[src/hdl/dubp_consts.svh]
// Constants for the dual-channel host bus port.
`ifndef DUBP_CONSTS_SVH
`define DUBP_CONSTS_SVH

// ----------------------------------------------------------------------------
// Bus widths, channel count and register count
// ----------------------------------------------------------------------------
`define DUBP_ADDR_W 3
`define DUBP_DATA_W 8
`define DUBP_CHANS 2
`define DUBP_REGS 8

// ----------------------------------------------------------------------------
// Reset values and timing
// ----------------------------------------------------------------------------
`define DUBP_REG_RST 8'h00
`define DUBP_STROBES_IDLE 4'hF
`define DUBP_SYNC_STAGES 2
`define DUBP_CLK_PERIOD_NS 10

// ----------------------------------------------------------------------------
// Channel encoding of the channel address bit
// ----------------------------------------------------------------------------
`define DUBP_CHAN_A 1'h0
`define DUBP_CHAN_B 1'h1

`endif

[src/hdl/dubp_pkg.sv]
// Types shared by the dual-channel host bus port.
`include "dubp_consts.svh"

package dubp_pkg;

    // ------------------------------------------------------------------------
    // Basic bus types
    // ------------------------------------------------------------------------
    typedef logic [`DUBP_ADDR_W-1:0] dubp_addr_t;
    typedef logic [`DUBP_DATA_W-1:0] dubp_byte_t;

    // ------------------------------------------------------------------------
    // Access phase of the port
    // ------------------------------------------------------------------------
    typedef enum logic [1:0] {
        DUBP_IDLE,
        DUBP_READ,
        DUBP_WRITE
    } dubp_phase_t;

    // ------------------------------------------------------------------------
    // Whole state of the port
    // ------------------------------------------------------------------------
    typedef struct packed {
        dubp_phase_t phase;
        logic chan;
        dubp_addr_t addr;
        dubp_byte_t wbyte;
        dubp_byte_t rdata;
        logic oe_n;
        logic rd_pulse;
        logic wr_pulse;
        logic [`DUBP_CHANS-1:0][`DUBP_REGS-1:0][`DUBP_DATA_W-1:0] regs;
    } dubp_state_t;

endpackage : dubp_pkg

[src/hdl/dubp_sync.sv]
// Two-flop synchroniser for a group of pin inputs.
`timescale 1ns/1ps

module dubp_sync #(
    parameter int WIDTH = 8,
    parameter logic [WIDTH-1:0] RST_VAL = '0
) (
    input wire logic clk_sys,
    input wire logic nrst,
    input wire logic [WIDTH-1:0] async_in,
    output logic [WIDTH-1:0] sync_out
);

    typedef struct packed {
        logic [WIDTH-1:0] meta;
        logic [WIDTH-1:0] stable;
    } dubp_sync_st_t;

    dubp_sync_st_t sync_ff;
    dubp_sync_st_t nxt_sync;

    // The first stage feeds only the second stage.
    always_comb begin
        nxt_sync.meta = async_in;
        nxt_sync.stable = sync_ff.meta;
    end

    // Both stages return to the idle levels of their pins, so no false access follows reset.
    always_ff @(posedge clk_sys or negedge nrst) begin
        if (!nrst) begin
            sync_ff.meta <= RST_VAL;
            sync_ff.stable <= RST_VAL;
        end else begin
            sync_ff <= nxt_sync;
        end
    end

    assign sync_out = sync_ff.stable;

endmodule : dubp_sync

[src/hdl/dubp_host_port.sv]
// Host parallel bus port of a dual-channel UART with per-channel registers.
//
// Summary of operation
// A high bus-style pin selects strobe style, a low one selects direction-line style.
// The three address bits pick one of eight registers of the addressed channel.
// Data moves on an 8-bit two-way bus, driven by the host on writes, by the port on reads.
// In strobe style a falling read strobe starts a read and the port drives the byte out.
// In strobe style a falling write strobe starts a write, committed when the strobe rises.
// In strobe style the host selects channel A or B with its own active-low chip select.
// In direction-line style the channel A select is the only chip select of the device.
// In direction-line style the channel B select acts as channel address, 0 for A, 1 for B.
// In direction-line style the write strobe is a direction line, high read, low write.
// In direction-line style the read strobe is ignored.
// The host holds address, selects and write data stable while the access is active.
`timescale 1ns/1ps
`include "dubp_consts.svh"

module dubp_host_port (
    input wire logic clk_sys,
    input wire logic nrst,
    input wire logic bus_style,
    input wire dubp_pkg::dubp_addr_t addr,
    input wire logic read_strobe_n,
    input wire logic write_strobe_n,
    input wire logic chan_a_select_n,
    input wire logic chan_b_select_n,
    input wire dubp_pkg::dubp_byte_t data_in,
    output dubp_pkg::dubp_byte_t data_out,
    output logic data_oe_n,
    output logic wr_pulse,
    output logic wr_chan,
    output dubp_pkg::dubp_addr_t wr_addr,
    output dubp_pkg::dubp_byte_t wr_data,
    output logic rd_pulse,
    output logic rd_chan,
    output dubp_pkg::dubp_addr_t rd_addr
);

    import dubp_pkg::*;

    localparam int PIN_W = 1 + `DUBP_ADDR_W + `DUBP_DATA_W + 4;

    // ------------------------------------------------------------------------
    // Pin synchronisation
    // ------------------------------------------------------------------------
    logic [PIN_W-1:0] pins_s;
    logic style_s;
    dubp_addr_t addr_s;
    dubp_byte_t data_s;
    logic rd_n_s;
    logic wr_n_s;
    logic csa_n_s;
    logic csb_n_s;

    // Every pin passes two flip-flops before any logic reads it; strobes and selects reset high.
    dubp_sync #(
        .WIDTH(PIN_W),
        .RST_VAL({1'b1, {`DUBP_ADDR_W{1'b0}}, {`DUBP_DATA_W{1'b0}}, `DUBP_STROBES_IDLE})
    ) u_pin_sync (
        .clk_sys(clk_sys),
        .nrst(nrst),
        .async_in({bus_style, addr, data_in, read_strobe_n, write_strobe_n,
                   chan_a_select_n, chan_b_select_n}),
        .sync_out(pins_s)
    );

    assign {style_s, addr_s, data_s, rd_n_s, wr_n_s, csa_n_s, csb_n_s} = pins_s;

    // ------------------------------------------------------------------------
    // Access decoding
    // ------------------------------------------------------------------------
    logic rd_act;
    logic wr_act;
    logic chan_c;

    // Works out the requested access and channel for the current bus style.
    always_comb begin
        if (style_s) begin
            rd_act = !rd_n_s && (!csa_n_s || !csb_n_s);
            wr_act = !wr_n_s && (!csa_n_s || !csb_n_s);
            chan_c = csa_n_s ? `DUBP_CHAN_B : `DUBP_CHAN_A;
        end else begin
            rd_act = !csa_n_s && wr_n_s;
            wr_act = !csa_n_s && !wr_n_s;
            chan_c = csb_n_s;
        end
    end

    // Picks one byte of the register file by channel and register index.
    function automatic dubp_byte_t dubp_pick(
        input logic [`DUBP_CHANS-1:0][`DUBP_REGS-1:0][`DUBP_DATA_W-1:0] regs,
        input logic chan,
        input dubp_addr_t idx
    );
        dubp_pick = regs[chan][idx];
    endfunction : dubp_pick

    // ------------------------------------------------------------------------
    // Port state machine
    // ------------------------------------------------------------------------
    dubp_state_t state_ff;
    dubp_state_t nxt_state;
    dubp_byte_t rd_pick;

    assign rd_pick = dubp_pick(state_ff.regs, chan_c, addr_s);

    // Starts reads on the active edge, tracks writes and commits them on release.
    always_comb begin
        nxt_state = state_ff;
        nxt_state.rd_pulse = 1'b0;
        nxt_state.wr_pulse = 1'b0;
        case (state_ff.phase)
            DUBP_IDLE: begin
                if (rd_act) begin
                    nxt_state.phase = DUBP_READ;
                    nxt_state.chan = chan_c;
                    nxt_state.addr = addr_s;
                    nxt_state.rdata = rd_pick;
                    nxt_state.oe_n = 1'b0;
                    nxt_state.rd_pulse = 1'b1;
                end else if (wr_act) begin
                    nxt_state.phase = DUBP_WRITE;
                    nxt_state.chan = chan_c;
                    nxt_state.addr = addr_s;
                    nxt_state.wbyte = data_s;
                end
            end
            DUBP_READ: begin
                if (!rd_act) begin
                    nxt_state.phase = DUBP_IDLE;
                    nxt_state.oe_n = 1'b1;
                end
            end
            DUBP_WRITE: begin
                if (wr_act) begin
                    // Keeps the last values seen while the strobe is still low.
                    nxt_state.chan = chan_c;
                    nxt_state.addr = addr_s;
                    nxt_state.wbyte = data_s;
                end else begin
                    nxt_state.phase = DUBP_IDLE;
                    nxt_state.regs[state_ff.chan][state_ff.addr] = state_ff.wbyte;
                    nxt_state.wr_pulse = 1'b1;
                end
            end
            default: begin
                nxt_state.phase = DUBP_IDLE;
                nxt_state.oe_n = 1'b1;
            end
        endcase
    end

    // Registers the whole port state; registers clear to their reset value.
    always_ff @(posedge clk_sys or negedge nrst) begin
        if (!nrst) begin
            state_ff.phase <= DUBP_IDLE;
            state_ff.chan <= `DUBP_CHAN_A;
            state_ff.addr <= '0;
            state_ff.wbyte <= '0;
            state_ff.rdata <= '0;
            state_ff.oe_n <= 1'b1;
            state_ff.rd_pulse <= 1'b0;
            state_ff.wr_pulse <= 1'b0;
            state_ff.regs <= {(`DUBP_CHANS * `DUBP_REGS){`DUBP_REG_RST}};
        end else begin
            state_ff <= nxt_state;
        end
    end

    // ------------------------------------------------------------------------
    // Outputs
    // ------------------------------------------------------------------------
    // All outputs come straight from the state register.
    assign data_out = state_ff.rdata;
    assign data_oe_n = state_ff.oe_n;
    assign wr_pulse = state_ff.wr_pulse;
    assign wr_chan = state_ff.chan;
    assign wr_addr = state_ff.addr;
    assign wr_data = state_ff.wbyte;
    assign rd_pulse = state_ff.rd_pulse;
    assign rd_chan = state_ff.chan;
    assign rd_addr = state_ff.addr;
endmodule : dubp_host_port

[config.mk]
export PLATFORM = sky130hd
export DESIGN_NAME = dubp_host_port
export DESIGN_NICKNAME = d
export VERILOG_FILES = /design/src/hdl/dubp_pkg.sv /design/src/hdl/dubp_sync.sv /design/src/hdl/dubp_host_port.sv
export VERILOG_INCLUDE_DIRS = /design/src /design/src/hdl
export SDC_FILE = /design/constraint.sdc
export NUM_CORES = 1
export LEC_CHECK = 0
export BUFFER_PORTS_ARGS = -buffer_cell sky130_fd_sc_hd__buf_2
export CAP_MARGIN = 30
export CORE_MARGIN = 2
export CORE_UTILIZATION = 49
export CTS_CLUSTER_DIAMETER = 120
export DETAILED_ROUTE_END_ITERATION = 7
export PLACE_DENSITY_LB_ADDON = 0.12
export SLEW_MARGIN = 20
export SYNTH_ARGS = -nofsm -noshare
export SYNTH_HDL_FRONTEND = slang
export SYNTH_SLANG_ARGS = --single-unit
[constraint.sdc]
create_clock -name clk_sys -period 2.55 [get_ports clk_sys]
set_clock_uncertainty 0.2 [all_clocks]
set_input_delay 0.255 -clock clk_sys [delete_from_list [all_inputs] [get_ports clk_sys]]
set_output_delay 0.255 -clock clk_sys [all_outputs]
set_load 0.02 [all_outputs]
==> impl_metrics.json <==
{
  "period_minus_slack_ns": 2.40,
  "total_power_mw": 8.79,
  "antenna_found_initial": 0,
  "p_leak_nw": 4.30,
  "first_global_vias": 4506,
  "setup_tns_ns": 0,
  "critPathMaxStageDelay_ns": 0.52,
  "detail-route-antenna-nets": 0,
  "postCtsSetupBuffers": 0,
  "die_w_um": 131,
  "final_nets": 569,
  "worstSetupStartpointType": "flop",
  "worst_path_max_delay_cell": "dfstp_2",
  "grt_max_degree": 83,
  "drt_wl_total_um": 16700,
  "place_area_sq_um": 8530,
  "hold_ws_ns": 0.148,
  "ir_drop_v": 0.000557,
  "syn_to_final_growth_pct": 19.0,
  "layout_commonest_cell": "dfrtp_1",
  "synth_edf_count": 0,
  "slew_viol_final": 0,
  "ys_seq_area_share_pct": 59.1,
  "synthFlopType": "dfrtp_1",
  "async_flop_share_pct": 100,
  "fillers": 1269,
  "p_per_area_nw_per_um2": 940,
  "vias": 4315,
  "avgSynthCellArea_sq_um": 16.3,
  "cts_root_buffer": "clkbuf_16",
  "grt-ovfl-total": 0,
  "dpl.hpwl_um": 10700,
  "worst_slew_pin_slew_ns": 0.732,
  "final_area_sq_um": 9350,
  "synth_fp_nets": 501,
  "cts_buffers": 17,
  "drc": 0,
  "maxSlewHeadroom_pct": 51.2,
  "yosys.area.top_type": "dfrtp_1",
  "path_max_fanout": 9,
  "port-buffer-count": 44,
  "final_hold_viol_count": 0,
  "synthCells": 483,
  "hold_class": "reg -> reg",
  "cp_cell_sequence": "nand2b_1 > a21oi_1 > or3b_4 > buf_12 > nor4_4 > buf_4 > mux2_2",
  "viasPerCell": 5.54,
  "cts_tree": "yes",
  "ff_latch_area_sq_um": 4640,
  "yosys_warnings": 0,
  "gp_congestion": 0.771,
  "io_pins": 45,
  "rows": 46,
  "wl_per_cell_um": 21.5,
  "cap_violations": 0,
  "reg2reg_slack_ns": 0.15,
  "multi_input_area_sq_um": 2920,
  "post-synth-top-area-fraction_pct": 55.4,
  "end_kind": "flop",
  "drive_gt1_share_pct": 56.0,
  "first_pass_iters": 4,
  "synth_cell_type_count": 30,
  "cp.arrival_ns": 2.52,
  "critical_path_required_ns": 2.66,
  "clock-sinks": 185,
  "rsz0062_at_grt": "false",
  "clockBufferDepth": 2,
  "grt_usage_pct": 21.6,
  "grt_pass1_wl_um": 26500,
  "path_clk_slew_ns": 0.07,
  "drtIter0Drc": 229,
  "final_core_util_pct": 59.3,
  "cts_max_level": 4,
  "max_clock_freq_mhz": 416,
  "synth.area.top_cells": "dfrtp_1, mux2_2, mux4_2",
  "die_area_sq_um": 17100,
  "period_share_pct": 94.2,
  "core_sq_um": 15800,
  "ys_seq_elements": 185,
  "insertion_delay_ns": 0.43,
  "critPathKind": "reg -> reg",
  "diodes": 0,
  "status": "complete, no violations",
  "setup_viol": 0,
  "start_util_pct": 49.8,
  "netlist_area_sq_um": 7860,
  "die_h_um": 131,
  "layout_common_cells": "dfrtp_1, mux2_2, buf_2, mux4_2, buf_4"
}
[cell usage after synthesis, types with 5 or more instances]
master	count
a31oi_1	8
dfstp_2	11
nand2_1	5
dfrtp_1	174
clkbuf_1	18
buf_1	6
a22oi_1	16
buf_4	23
mux2_2	139
nor2_1	10
mux4_2	32
nor3_4	9
[timing repair]
item / CTS / global route
endpoints found under the hold margin: 84 / 0
hold buffers: 17 / 0
endpoints found under the setup margin: 0 / 42
resized for setup: 0 / 3
[power by group]
group	internal, mW	switching (mW)
combinational	1.03	0.730
sequential	3.73	0.575
clock	1.62	1.11
total	6.37	2.42
[worst max-delay path, delay by kind of cell (launching register included)]
| family | cells | cell delay (ns) |
|---|---|---|
| DFF | 1 | 0.52 |
| muxes | 1 | 0.35 |
| and+or+nand+nor | 3 | 0.72 |
| buffers and inverters | 2 | 0.40 |
| AOI/OAI and AO/OA | 1 | 0.10 |
[final cells by class]
type                    instances  area share [%]
flip-flops and latches        185            49.7
multi-input cells             244            31.3
repair buffers                 99            9.46
clock buffers                  21            5.03
well taps                     216            2.89
clock inverters                10            1.53
inverters                       4           0.161
[cell families after synthesis]
logic type | after synthesis | share of synthesized area, %
AOI/OAI and AO/OA | 29 | 2.58
DFF | 185 | 59.1
buffers and inverters | 54 | 3.93
muxes | 173 | 29.4
and+or+nand+nor | 41 | 4.89
adders and majority gates | 1 | 0.127
[path summary, 6_finish.rpt]
path / end / start / depth (start not counted)
max in group asynchronous: asynchronous set/reset pin / nrst / 3
min: u_pin_sync.sync_out[7]$_DFF_PN0_ / u_pin_sync.nxt_sync[7]$_DFF_PN0_ / 0
min reg2reg: u_pin_sync.sync_out[7]$_DFF_PN0_ / u_pin_sync.nxt_sync[7]$_DFF_PN0_ / 0
min in group asynchronous: state_ff[152]$_DFFE_PN0P_ / nrst / 2
max reg2reg: flop / u_pin_sync.sync_out[0]$_DFF_PN1_ / 7
max: flop / u_pin_sync.sync_out[0]$_DFF_PN1_ / 7
[through the flow]
stage               instances  worst slack [ns]
finish                    779             0.148
global route              779            0.0603
CTS                       778            0.0267
detailed placement        730            0.0376
global placement          730            0.0450
floorplan                 483            0.0751
[routing by layer]
metal  track usage (%)  share of wire, %
met3              4.72               4.6
met2              33.4                48
met4              6.63               1.4
met1              31.1                46
met5                 0                 0
Note: power is estimated with default switching activity, not from simulation.
